## config.mk

```make
export PLATFORM = sky130hd
export DESIGN_NAME = tkr_responder
export DESIGN_NICKNAME = d
export VERILOG_FILES = /design/src/rtl/tkr_crc16.v /design/src/rtl/tkr_responder.v
export VERILOG_INCLUDE_DIRS = /design/src /design/src/rtl
export SDC_FILE = /design/constraint.sdc
export NUM_CORES = 1
export LEC_CHECK = 0
export ABC_CLOCK_PERIOD_IN_PS = 3360
export BUFFER_PORTS_ARGS = -buffer_cell sky130_fd_sc_hd__buf_4
export CAP_MARGIN = 20
export CORE_ASPECT_RATIO = 1.5
export CORE_MARGIN = 5
export CORE_UTILIZATION = 36
export DETAILED_ROUTE_END_ITERATION = 10
export PLACE_DENSITY = 0.63
export SETUP_SLACK_MARGIN = 0.1
export SYNTH_ARGS = -nofsm -noshare
export SYNTH_HDL_FRONTEND = slang
export SYNTH_SLANG_ARGS = --single-unit
```

## constraint.sdc

```tcl
create_clock -name clk -period 3.36 [get_ports clk]
set_input_delay 0.336 -clock clk [delete_from_list [all_inputs] [get_ports clk]]
set_output_delay 0.336 -clock clk [all_outputs]
set_load 0.05 [all_outputs]
```

## src/rtl/tkr_consts.vh

```
/*
  Constants of the touch key command responder: command codes, reply
  lengths, status layout and timing. Assumes inclusion by the .v files.
*/
`ifndef TKR_CONSTS_VH
`define TKR_CONSTS_VH

// ----------------------------------------------------------------------
// Command codes
// ----------------------------------------------------------------------
`define TKR_CMD_NULL     8'h00
`define TKR_CMD_OVERVIEW 8'h06
`define TKR_CMD_KEYS     8'h07
`define TKR_CMD_ERRORS   8'h0B
`define TKR_CMD_DUMP     8'h0D
`define TKR_CMD_EECRC    8'h0E
`define TKR_CMD_LAST     8'h0F
`define TKR_CMD_DIAG_A   8'h10
`define TKR_CMD_DIAG_B   8'h13
`define TKR_CMD_SLEEP    8'h16
`define TKR_CLS_DATA     2'b01
`define TKR_CLS_STAT     2'b10
`define TKR_CLS_CAL      2'b11
`define TKR_KEY_MAX      6'h2F

// ----------------------------------------------------------------------
// Reply lengths in data bytes, CRC bytes excluded
// ----------------------------------------------------------------------
`define TKR_LEN_OVERVIEW 9'h005
`define TKR_LEN_FIELDS   9'h006
`define TKR_LEN_SETUPS   9'h15C
`define TKR_LEN_KDATA    9'h005
`define TKR_LEN_ONE      9'h001
`define TKR_LEN_NONE     9'h000

// ----------------------------------------------------------------------
// Misc values
// ----------------------------------------------------------------------
`define TKR_CRC_INIT     16'h0000
`define TKR_CRC_POLY     16'h1021
`define TKR_STAT_RSVD    3'h0
`define TKR_DIAG_CODE    8'h5A
`define TKR_TMO_MS       110
`define TKR_CLK_KHZ      200000
`define TKR_TMO_CYCLES   (`TKR_TMO_MS * `TKR_CLK_KHZ)

`endif

```

## src/rtl/tkr_crc16.v

```verilog
/*
  Byte-wise CRC-16 accumulator for the reply stream.
  Assumes the caller presents one byte per feed pulse on the same clock.
*/
`timescale 1ns/1ps
`include "tkr_consts.vh"

module tkr_crc16 (
  // Clock and reset
  input  wire        clk,
  input  wire        reset_n,
  // Control
  input  wire        init,
  input  wire        feed,
  input  wire [7:0]  data,
  // Result
  output reg  [15:0] crc_reg
);

  // --------------------------------------------------------------------
  // Update function, MSB first
  // --------------------------------------------------------------------
  function [15:0] crc_upd;
    input [15:0] c;
    input [7:0]  d;
    integer i;
    reg [15:0] t;
    begin
      t = c ^ {d, 8'h00};
      for (i = 0; i < 8; i = i + 1) begin
        if (t[15])
          t = {t[14:0], 1'b0} ^ `TKR_CRC_POLY;
        else
          t = {t[14:0], 1'b0};
      end
      crc_upd = t;
    end
  endfunction

  // --------------------------------------------------------------------
  // Accumulator; init with feed seeds from the first byte
  // --------------------------------------------------------------------
  always @(posedge clk or negedge reset_n) begin
    if (!reset_n)
      crc_reg <= `TKR_CRC_INIT;
    else if (init && feed)
      crc_reg <= crc_upd(`TKR_CRC_INIT, data);
    else if (init)
      crc_reg <= `TKR_CRC_INIT;
    else if (feed)
      crc_reg <= crc_upd(crc_reg, data);
  end

endmodule

```

## src/rtl/tkr_responder.v

```verilog
/*
  Host command responder of a matrix touch sensor: SPI slave link,
  command decode, reply sequencing with CRC, sleep and key calibration.
  Assumes sensor data, setups memory (one cycle read latency) and scan
  events come from logic on clk; link pins and wake come from outside.
*/
// Contract
// - Overview returns status, first key, tick, scan and fail counters, then CRC.
// - Key detect and error commands return six bit-field bytes plus CRC.
// - Reply CRC covers the command byte and all returned data bytes; dump and EEPROM CRC cover setups only.
// - Dump halts scanning, sends setups then CRC low first, then resumes.
// - UART mode dump aborts when a byte waits over 110 ms.
// - EEPROM CRC returns CRC over setups only, low byte first.
// - Last-command query returns complement of the previous byte, even invalid.
// - Diagnostic queries return an internal code plus CRC.
// - Sleep command is acked, then sleep at scan end if idle and enabled.
// - Asleep, wake input forces a scan; other valid command cancels sleep.
// - Key data returns signal, reference, integrator, low byte first, plus CRC.
// - Key status returns one byte with fixed bit layout plus CRC.
// - Calibration acked with complement when scheduled, runs in key timeslot.
`timescale 1ns/1ps
`include "tkr_consts.vh"

module tkr_responder #(
  parameter [24:0] TMO_CYCLES = `TKR_TMO_CYCLES
) (
  // Clock and reset
  input  wire        clk,
  input  wire        reset_n,
  // SPI link pins
  input  wire        spi_sck,
  input  wire        spi_mosi,
  input  wire        spi_ss_n,
  output reg         spi_miso_reg,
  output reg         data_ready_line_reg,
  // Mode and configuration
  input  wire        uart_mode,
  input  wire        sleep_enable,
  // Sensor state
  input  wire [7:0]  dev_status,
  input  wire [7:0]  first_key,
  input  wire [7:0]  tick_count,
  input  wire [7:0]  scan_count,
  input  wire [7:0]  fail_count,
  input  wire [47:0] key_detect,
  input  wire [47:0] key_error,
  output reg  [5:0]  key_sel_reg,
  input  wire [15:0] key_signal,
  input  wire [15:0] key_ref,
  input  wire [7:0]  normalized_detect_integrator,
  input  wire        key_gain_test_fail,
  input  wire        key_in_detect,
  input  wire        ref_below_lower_signal_limit,
  input  wire        key_calibrating,
  input  wire        key_cal_failed,
  // Setups memory
  output reg  [8:0]  setup_addr_reg,
  input  wire [7:0]  setup_data,
  // Scan control
  input  wire        scan_end,
  input  wire        key_activity,
  input  wire        wake_int,
  input  wire        slot_strobe,
  input  wire [5:0]  slot_key,
  output reg         scan_halt_reg,
  output reg         asleep_reg,
  output reg         sleep_armed_reg,
  output reg         cal_start_reg,
  output reg  [5:0]  cal_key_reg
);

  // --------------------------------------------------------------------
  // States
  // --------------------------------------------------------------------
  localparam [1:0] S_IDLE = 2'b00;
  localparam [1:0] S_READ = 2'b01;
  localparam [1:0] S_LOAD = 2'b10;
  localparam [1:0] S_WAIT = 2'b11;

  reg  [1:0]  state_reg;
  reg  [2:0]  sck_sync_reg;
  reg  [1:0]  mosi_sync_reg;
  reg  [1:0]  ss_sync_reg;
  reg  [2:0]  wake_sync_reg;
  reg  [2:0]  bit_cnt_reg;
  reg  [6:0]  rx_sh_reg;
  reg  [7:0]  tx_sh_reg;
  reg  [7:0]  hold_reg;
  reg         hold_valid_reg;
  reg  [7:0]  cmd_reg;
  reg  [7:0]  last_cmd_reg;
  reg  [7:0]  last_rep_reg;
  reg  [8:0]  idx_reg;
  reg  [8:0]  len_reg;
  reg         has_crc_reg;
  reg         dump_reg;
  reg         silent_reg;
  reg         cal_first_reg;
  reg         cal_pend_reg;
  reg  [24:0] tmr_reg;
  reg  [7:0]  byte_val;
  reg         d_ok;
  reg         d_crc;
  reg         d_dump;
  reg         d_silent;
  reg  [8:0]  d_len;
  wire [15:0] crc_val;

  // Edges found from the second and third sync stages only
  wire sck_rise  = sck_sync_reg[1] & ~sck_sync_reg[2];
  wire sck_fall  = ~sck_sync_reg[1] & sck_sync_reg[2];
  wire ss_act    = ~ss_sync_reg[1];
  wire wake_rise = wake_sync_reg[1] & ~wake_sync_reg[2];
  wire byte_done = ss_act & sck_rise & (bit_cnt_reg == 3'h7);
  wire [7:0] rx_byte = {rx_sh_reg, mosi_sync_reg[1]};
  // Non-null bytes seen while idle are commands
  wire accept    = byte_done & (state_reg == S_IDLE) & (rx_byte != `TKR_CMD_NULL);
  wire tx_load   = hold_valid_reg & ~data_ready_line_reg & (bit_cnt_reg == 3'h0);
  // One CRC feed per byte taken, not per cycle spent waiting to load
  wire ld_now    = (state_reg == S_LOAD) & (silent_reg | ~hold_valid_reg | tx_load);
  wire tmo_hit   = (tmr_reg >= TMO_CYCLES);
  wire [8:0] total = len_reg + (has_crc_reg ? 9'h002 : 9'h000);
  wire [8:0] idx_inc = idx_reg + 9'h001;
  wire in_data   = (idx_reg < len_reg);

  // --------------------------------------------------------------------
  // Command decode; an unknown code gives no reply
  // --------------------------------------------------------------------
  always @* begin
    d_ok = 1'b0;
    d_crc = 1'b0;
    d_dump = 1'b0;
    d_silent = 1'b0;
    d_len = `TKR_LEN_ONE;
    case (rx_byte)
      `TKR_CMD_OVERVIEW: begin
        d_ok = 1'b1; d_crc = 1'b1; d_len = `TKR_LEN_OVERVIEW;
      end
      `TKR_CMD_KEYS, `TKR_CMD_ERRORS: begin
        d_ok = 1'b1; d_crc = 1'b1; d_len = `TKR_LEN_FIELDS;
      end
      `TKR_CMD_DUMP: begin
        d_ok = 1'b1; d_crc = 1'b1; d_dump = 1'b1; d_len = `TKR_LEN_SETUPS;
      end
      `TKR_CMD_EECRC: begin
        d_ok = 1'b1; d_crc = 1'b1; d_silent = 1'b1; d_len = `TKR_LEN_SETUPS;
      end
      `TKR_CMD_LAST, `TKR_CMD_SLEEP:
        d_ok = 1'b1;
      `TKR_CMD_DIAG_A, `TKR_CMD_DIAG_B: begin
        d_ok = 1'b1; d_crc = 1'b1;
      end
      default: begin
        if (rx_byte[7:6] != 2'b00 && rx_byte[5:0] <= `TKR_KEY_MAX) begin
          case (rx_byte[7:6])
            `TKR_CLS_DATA: begin
              d_ok = 1'b1; d_crc = 1'b1; d_len = `TKR_LEN_KDATA;
            end
            `TKR_CLS_STAT: begin
              d_ok = 1'b1; d_crc = 1'b1;
            end
            default:
              // Second identical request in time schedules it
              d_ok = cal_first_reg & (rx_byte == last_cmd_reg) & ~tmo_hit;
          endcase
        end
      end
    endcase
  end

  // --------------------------------------------------------------------
  // Reply byte for the current index; CRC words go low byte first
  // --------------------------------------------------------------------
  always @* begin
    byte_val = 8'h00;
    if (!in_data)
      byte_val = (idx_reg == len_reg) ? crc_val[7:0] : crc_val[15:8];
    else begin
      case (cmd_reg)
        `TKR_CMD_OVERVIEW: begin
          case (idx_reg[2:0])
            3'h0:    byte_val = dev_status;
            3'h1:    byte_val = first_key;
            3'h2:    byte_val = tick_count;
            3'h3:    byte_val = scan_count;
            default: byte_val = fail_count;
          endcase
        end
        `TKR_CMD_KEYS:   byte_val = key_detect[{idx_reg[2:0], 3'b000} +: 8];
        `TKR_CMD_ERRORS: byte_val = key_error[{idx_reg[2:0], 3'b000} +: 8];
        `TKR_CMD_DUMP, `TKR_CMD_EECRC: byte_val = setup_data;
        `TKR_CMD_LAST:   byte_val = last_rep_reg;
        `TKR_CMD_DIAG_A, `TKR_CMD_DIAG_B: byte_val = `TKR_DIAG_CODE;
        default: begin
          case (cmd_reg[7:6])
            `TKR_CLS_DATA: begin
              case (idx_reg[2:0])
                3'h0:    byte_val = key_signal[7:0];
                3'h1:    byte_val = key_signal[15:8];
                3'h2:    byte_val = key_ref[7:0];
                3'h3:    byte_val = key_ref[15:8];
                default: byte_val = normalized_detect_integrator;
              endcase
            end
            `TKR_CLS_STAT:
              byte_val = {`TKR_STAT_RSVD, key_gain_test_fail, key_in_detect,
                          ref_below_lower_signal_limit, key_calibrating, key_cal_failed};
            default:
              byte_val = ~cmd_reg;
          endcase
        end
      endcase
    end
  end

  // CRC seeded by the command, except setups-only CRCs
  tkr_crc16 u_crc (
    .clk     (clk),
    .reset_n (reset_n),
    .init    (accept),
    .feed    ((accept & d_ok & ~d_dump & ~d_silent) | (ld_now & in_data)),
    .data    (accept ? rx_byte : byte_val),
    .crc_reg (crc_val)
  );

  // --------------------------------------------------------------------
  // Pin synchronisers and SPI shifter (mode 0, MSB first)
  // --------------------------------------------------------------------
  always @(posedge clk or negedge reset_n) begin
    if (!reset_n) begin
      sck_sync_reg <= 3'h0;
      mosi_sync_reg <= 2'h0;
      ss_sync_reg <= 2'h3;
      wake_sync_reg <= 3'h0;
      bit_cnt_reg <= 3'h0;
      rx_sh_reg <= 7'h00;
      tx_sh_reg <= 8'h00;
      spi_miso_reg <= 1'b0;
      data_ready_line_reg <= 1'b0;
    end else begin
      sck_sync_reg <= {sck_sync_reg[1:0], spi_sck};
      mosi_sync_reg <= {mosi_sync_reg[0], spi_mosi};
      ss_sync_reg <= {ss_sync_reg[0], spi_ss_n};
      wake_sync_reg <= {wake_sync_reg[1:0], wake_int};
      if (!ss_act)
        bit_cnt_reg <= 3'h0;
      else if (sck_rise) begin
        bit_cnt_reg <= bit_cnt_reg + 3'h1;
        rx_sh_reg <= rx_byte[6:0];
      end
      // A null is shifted out unless a reply byte was loaded
      if (tx_load) begin
        tx_sh_reg <= hold_reg;
        spi_miso_reg <= hold_reg[7];
        data_ready_line_reg <= 1'b1;
      end else if (byte_done) begin
        tx_sh_reg <= 8'h00;
        spi_miso_reg <= 1'b0;
        data_ready_line_reg <= 1'b0;
      end else if (ss_act && sck_fall && bit_cnt_reg != 3'h0) begin
        tx_sh_reg <= {tx_sh_reg[6:0], 1'b0};
        spi_miso_reg <= tx_sh_reg[6];
      end
    end
  end

  // --------------------------------------------------------------------
  // Reply sequencer, timers, sleep and calibration
  // --------------------------------------------------------------------
  always @(posedge clk or negedge reset_n) begin
    if (!reset_n) begin
      state_reg <= S_IDLE;
      hold_reg <= 8'h00;
      hold_valid_reg <= 1'b0;
      cmd_reg <= 8'h00;
      last_cmd_reg <= 8'h00;
      last_rep_reg <= 8'h00;
      idx_reg <= 9'h000;
      len_reg <= 9'h000;
      has_crc_reg <= 1'b0;
      dump_reg <= 1'b0;
      silent_reg <= 1'b0;
      cal_first_reg <= 1'b0;
      cal_pend_reg <= 1'b0;
      cal_key_reg <= 6'h00;
      cal_start_reg <= 1'b0;
      tmr_reg <= 25'h0000000;
      key_sel_reg <= 6'h00;
      setup_addr_reg <= 9'h000;
      scan_halt_reg <= 1'b0;
      asleep_reg <= 1'b0;
      sleep_armed_reg <= 1'b0;
    end else begin
      cal_start_reg <= 1'b0;
      // Timer restarts per command; in UART mode also per dump byte sent
      if (accept || (uart_mode && dump_reg && tx_load))
        tmr_reg <= 25'h0000000;
      else if (!tmo_hit)
        tmr_reg <= tmr_reg + 25'h0000001;
      if (tx_load)
        hold_valid_reg <= 1'b0;
      if (accept) begin
        last_cmd_reg <= rx_byte;
        last_rep_reg <= ~last_cmd_reg;
        cal_first_reg <= (rx_byte[7:6] == `TKR_CLS_CAL) & ~d_ok;
        cmd_reg <= rx_byte;
        key_sel_reg <= rx_byte[5:0];
        idx_reg <= 9'h000;
        len_reg <= d_len;
        has_crc_reg <= d_crc;
        dump_reg <= d_dump;
        silent_reg <= d_silent;
        setup_addr_reg <= 9'h000;
        if (d_ok) begin
          state_reg <= (d_dump || d_silent) ? S_READ : S_LOAD;
          scan_halt_reg <= d_dump;
          sleep_armed_reg <= (rx_byte == `TKR_CMD_SLEEP);
          if (rx_byte != `TKR_CMD_SLEEP)
            asleep_reg <= 1'b0;
          if (rx_byte[7:6] == `TKR_CLS_CAL && rx_byte[5:0] <= `TKR_KEY_MAX) begin
            cal_pend_reg <= 1'b1;
            cal_key_reg <= rx_byte[5:0];
          end
        end
      end else if (dump_reg && uart_mode && state_reg != S_IDLE && tmo_hit) begin
        // Stalled host: abort, resume scanning
        state_reg <= S_IDLE;
        hold_valid_reg <= 1'b0;
        scan_halt_reg <= 1'b0;
        dump_reg <= 1'b0;
      end else begin
        case (state_reg)
          S_IDLE: state_reg <= S_IDLE;
          S_READ: state_reg <= S_LOAD;
          S_LOAD: begin
            if (silent_reg && in_data)
              state_reg <= S_WAIT;
            else if (!hold_valid_reg || tx_load) begin
              hold_reg <= byte_val;
              hold_valid_reg <= 1'b1;
              state_reg <= S_WAIT;
            end
          end
          default: begin
            if (!hold_valid_reg) begin
              idx_reg <= idx_inc;
              setup_addr_reg <= idx_inc;
              if (idx_inc == total) begin
                state_reg <= S_IDLE;
                scan_halt_reg <= 1'b0;
                dump_reg <= 1'b0;
              end else
                state_reg <= ((dump_reg || silent_reg) && idx_inc < len_reg) ? S_READ : S_LOAD;
            end
          end
        endcase
      end
      // Calibration waits for the key's own timeslot
      if (cal_pend_reg && slot_strobe && slot_key == cal_key_reg && !accept) begin
        cal_pend_reg <= 1'b0;
        cal_start_reg <= 1'b1;
      end
      // Sleep only at scan end with no activity; wake scans then resleeps
      if (!accept) begin
        if (asleep_reg && wake_rise)
          asleep_reg <= 1'b0;
        else if (scan_end && sleep_armed_reg && sleep_enable && !key_activity)
          asleep_reg <= 1'b1;
      end
    end
  end

endmodule

```

==> results.md <==
* Worst skew pair latency at 0.42 ns
* Sum of negative setup slack at 0 ns
* Wire length on met1 at approximately 13000 µm
* Final Wtd Congestion at 0.965
* Final worst path period share at between 90% and 100%
* CTS tree: yes
* CTS Root Buffer Type: clkbuf_16
* Post-Route Skew at 0.0120 ns
* CTS clock-pin slew for the worst setup and hold paths at about 0.060 ns
* Cts-stage hold buffer count at 0
* Final Power at 5.04 mW
* Vias at 9790
* GRT overflow at 0
* WL/cell at 22.0 µm
* Share of post-route cells with drive strength above 1 at between 30% and 40%
* RR Endpoint: u_crc.crc_reg[8]$_DFFE_PN0P_
* Startpoint types: flip-flop
* Crit end category: flip-flop
* Sink Count at 125
* Avg Cell Area, Syn at roughly 8.6 µm²
* Post-Syn Area at 9250 µm²
* Max_slew headroom at 50.7%
* Commonest cells after routing, fill and taps aside: buf_4, nand2_1, dfrtp_1
* Drc violations at 0
* Die ar. at ~29000 µm²
* CTS Buf Count at 17
* Tightest Pin Transition at 0.739 ns
* Ant diodes at 0
* RSZ-0062 raised after global routing: true
* Post-Syn Nets at ~1.3k
* Vias/cell at 5.79
* Post-synthesis sequential area ratio at 33.9%
* Largest net degree at the start of global routing at 77
* Hold crit path type: input pin to async pin
* Die H at 206 µm
* Final hold vios at 10
* Pwr dens at 390 nW/µm²
* Detail Placement HPWL at 29100 µm
* Setup WS pre-CTS at -0.0447 ns
* Reported max-cap violation count at 0
* Crit-path cells: inv_4, ha_4, or3_4, a21oi_4, buf_4, a221oi_2, o221ai_1, a21oi_1, a21o_1, a211oi_4, xnor2_2, xnor2_1, o311a_1
* Global-route usage over all layers at approximately 25%
* Area delta synth->final at 39.7%
* Top_reg_cell synth: dfrtp_1
* R2r setup slk at 0.16 ns
* Post-synth ARST share at 100%
* Max stage delay on crit path at 0.47 ns
* Routed Antenna Nets at 0
* Critical R2R Launch: idx_reg[1]$_DFFE_PN0P_
* Setup-failing EPs final at 0
* Worst reg2reg path depth at 13
* WP data arrival at 3.50 ns
* Detailed Route WL at 37200 µm
* Leakage power at 5.72 nW
* Largest register FFs at 25
* First-pass GRT wire length at 56000 µm
* Vias in the first global route at 9967
* Final min period at 3.20 ns
* # rows at 71
* CP max stage cell: dfrtp_2
* Drt pass-1 iters at 6
* Max FO, Critical Path at 7
* Fillers at ~2.4k
* Worst ir drop on vdd at 0.318 mV
* #FFs+latches synth at 125
* Number of synthesized flops with an enable pin at 0
* H-tree Lvls at 4
* Final max-slew violation count at 0
* Core outline area at 25200 µm²
* Initial antenna violation count at 0
* Clk buf depth at 2
* Top Ports at 233
* Starting Density at between 30% and 40%
* DRT iter0 DRCs at approximately 540
* Setup ws final at between 0.15 and 0.2 ns
* Status: finished, violations left
* Cells after synthesis at 1070
* Post-synth cell types at 88
* Failing checks: negative hold slack
* IO buf count at around 230
* WL met3 at 2420 µm
* Commonest non-fill, non-tap cell in the layout: buf_4
* Fmax at approximately 310 MHz
* Final #Nets at 1597
* Die W at approximately 140 µm
* Worst endpoint required time at between 3 and 4 ns
* Yosys warns at 0
* Met2 wire len at 18900 µm
* Top layer in use: met4
* Worst hold slack at -0.0242 ns
* Worst Setup Path Type: flip-flop to flip-flop
==> power by group <==
part	leakage [nW]	internal (mW)	switching [mW]
Combinational	3.91	0.658	0.663
Clock	0.282	1.22	0.677
Sequential	1.53	1.64	0.174
Total	5.72	3.52	1.51
==> stage by stage <==
step                cells  area (µm²)  utilization (%)  hold WS, ns
global placement     1646       11900             47.0        0.334
floorplan            1070        9340                -       0.0404
global route         1691       12900             51.2       0.0111
CTS                  1677       12500             49.6      0.00342
finish               1691       12900             51.2      -0.0242
detailed placement   1646       11900             47.0        0.335
==> cell families after synthesis <==
| group | after synthesis | share of synthesized area [%] |
|---|---|---|
| xor gates and xnor gates | 75 | 7.81 |
| AOI/OAI and AO/OA | 303 | 22.4 |
| muxes | 47 | 5.90 |
| buffers and inverters | 103 | 4.89 |
| DFF | 125 | 33.9 |
| adders and majority gates | 38 | 5.14 |
| and+or+nand+nor | 379 | 20.0 |
==> cell type report <==
| type | instances | area, µm² | share of cell area (%) |
|---|---|---|---|
| clock buffer | 17 | 425 | 3.29 |
| clock inverter | 12 | 174 | 1.35 |
| inverter | 27 | 109 | 0.843 |
| multi-input combinational | 843 | 6010 | 46.5 |
| sequential | 125 | 3130 | 24.3 |
| tap | 328 | 410 | 3.18 |
| timing repair buffer | 339 | 2660 | 20.6 |
==> cell usage after synthesis (4+ instances only) <==
cell type / count / area (µm²)
xnor2_1: 29 / 254
o21a_1: 5 / 37.5
o211ai_1: 5 / 37.5
dfrtp_1: 123 / 3080
and2_1: 5 / 31.3
o21ai_1: 4 / 20.0
o31ai_1: 11 / 82.6
nand2_1: 137 / 514
a31oi_1: 20 / 125
and3_1: 17 / 106
nand3_1: 45 / 225
clkbuf_1: 48 / 180
xor2_1: 40 / 350
a221o_1: 5 / 50.1
nor4_1: 6 / 37.5
a222oi_1: 16 / 160
or3_1: 13 / 81.3
o21ai_0: 74 / 370
inv_1: 26 / 97.6
nor3_1: 9 / 45.0
nor2b_1: 10 / 62.6
a22oi_1: 7 / 52.6
nand2b_1: 7 / 43.8
ha_1: 38 / 475
nor2_1: 84 / 315
buf_4: 7 / 52.6
a221oi_1: 11 / 96.3
mux2i_1: 23 / 230
a22o_1: 4 / 35.0
o221ai_1: 4 / 35.0
nand4_1: 16 / 100
a211oi_1: 20 / 150
a32o_1: 4 / 40.0
a21o_1: 9 / 67.6
buf_2: 12 / 60.1
mux2_2: 20 / 225
a21oi_1: 60 / 300
nor3b_1: 4 / 30.0
mux4_2: 4 / 90.1
and4_1: 4 / 35.0
buf_1: 5 / 18.8
==> layer usage <==
| metal | global-route usage [%] | vias up |
|---|---|---|
| met2 | 45.3 | 466 |
| met3 | 4.86 | 114 |
| met1 | 25.8 | 4704 |
| li1 | - | 4506 |
| met5 | 0 | - |
| met4 | 15.3 | 0 |
==> critical path, delay by kind of cell, from the launching register on <==
| family | cells | cell delay (ns) |
|---|---|---|
| AOI/OAI and AO/OA | 7 | 1.50 |
| adders and majority gates | 1 | 0.17 |
| xor gates and xnor gates | 2 | 0.26 |
| and+or+nand+nor | 1 | 0.43 |
| DFF | 1 | 0.47 |
| buffers and inverters | 2 | 0.24 |
==> worst max path at each step <==
stage                                      start                             to  slack (ns)  cells past startpoint
after floorplan           idx_reg[0]$_DFFE_PN0P_   u_crc.crc_reg[8]$_DFFE_PN0P_        0.02                     15
after global placement    idx_reg[1]$_DFFE_PN0P_   u_crc.crc_reg[2]$_DFFE_PN0P_       -0.03                     13
after detailed placement  idx_reg[1]$_DFFE_PN0P_   u_crc.crc_reg[2]$_DFFE_PN0P_       -0.04                     13
after CTS                 idx_reg[1]$_DFFE_PN0P_  u_crc.crc_reg[12]$_DFFE_PN0P_        0.10                     13
after global routing      idx_reg[1]$_DFFE_PN0P_  u_crc.crc_reg[13]$_DFFE_PN0P_        0.03                     14
final                     idx_reg[1]$_DFFE_PN0P_   u_crc.crc_reg[8]$_DFFE_PN0P_        0.16                     13
==> what timing repair did <==
action / CTS / global route
setup endpoints to repair: 11 / 15
setup buffers: 1 / 13
pin swaps: 1 / 23
gates cloned: 1 / 1
gates resized for setup: 8 / 51
Note: power is estimated with default switching activity, not from simulation.
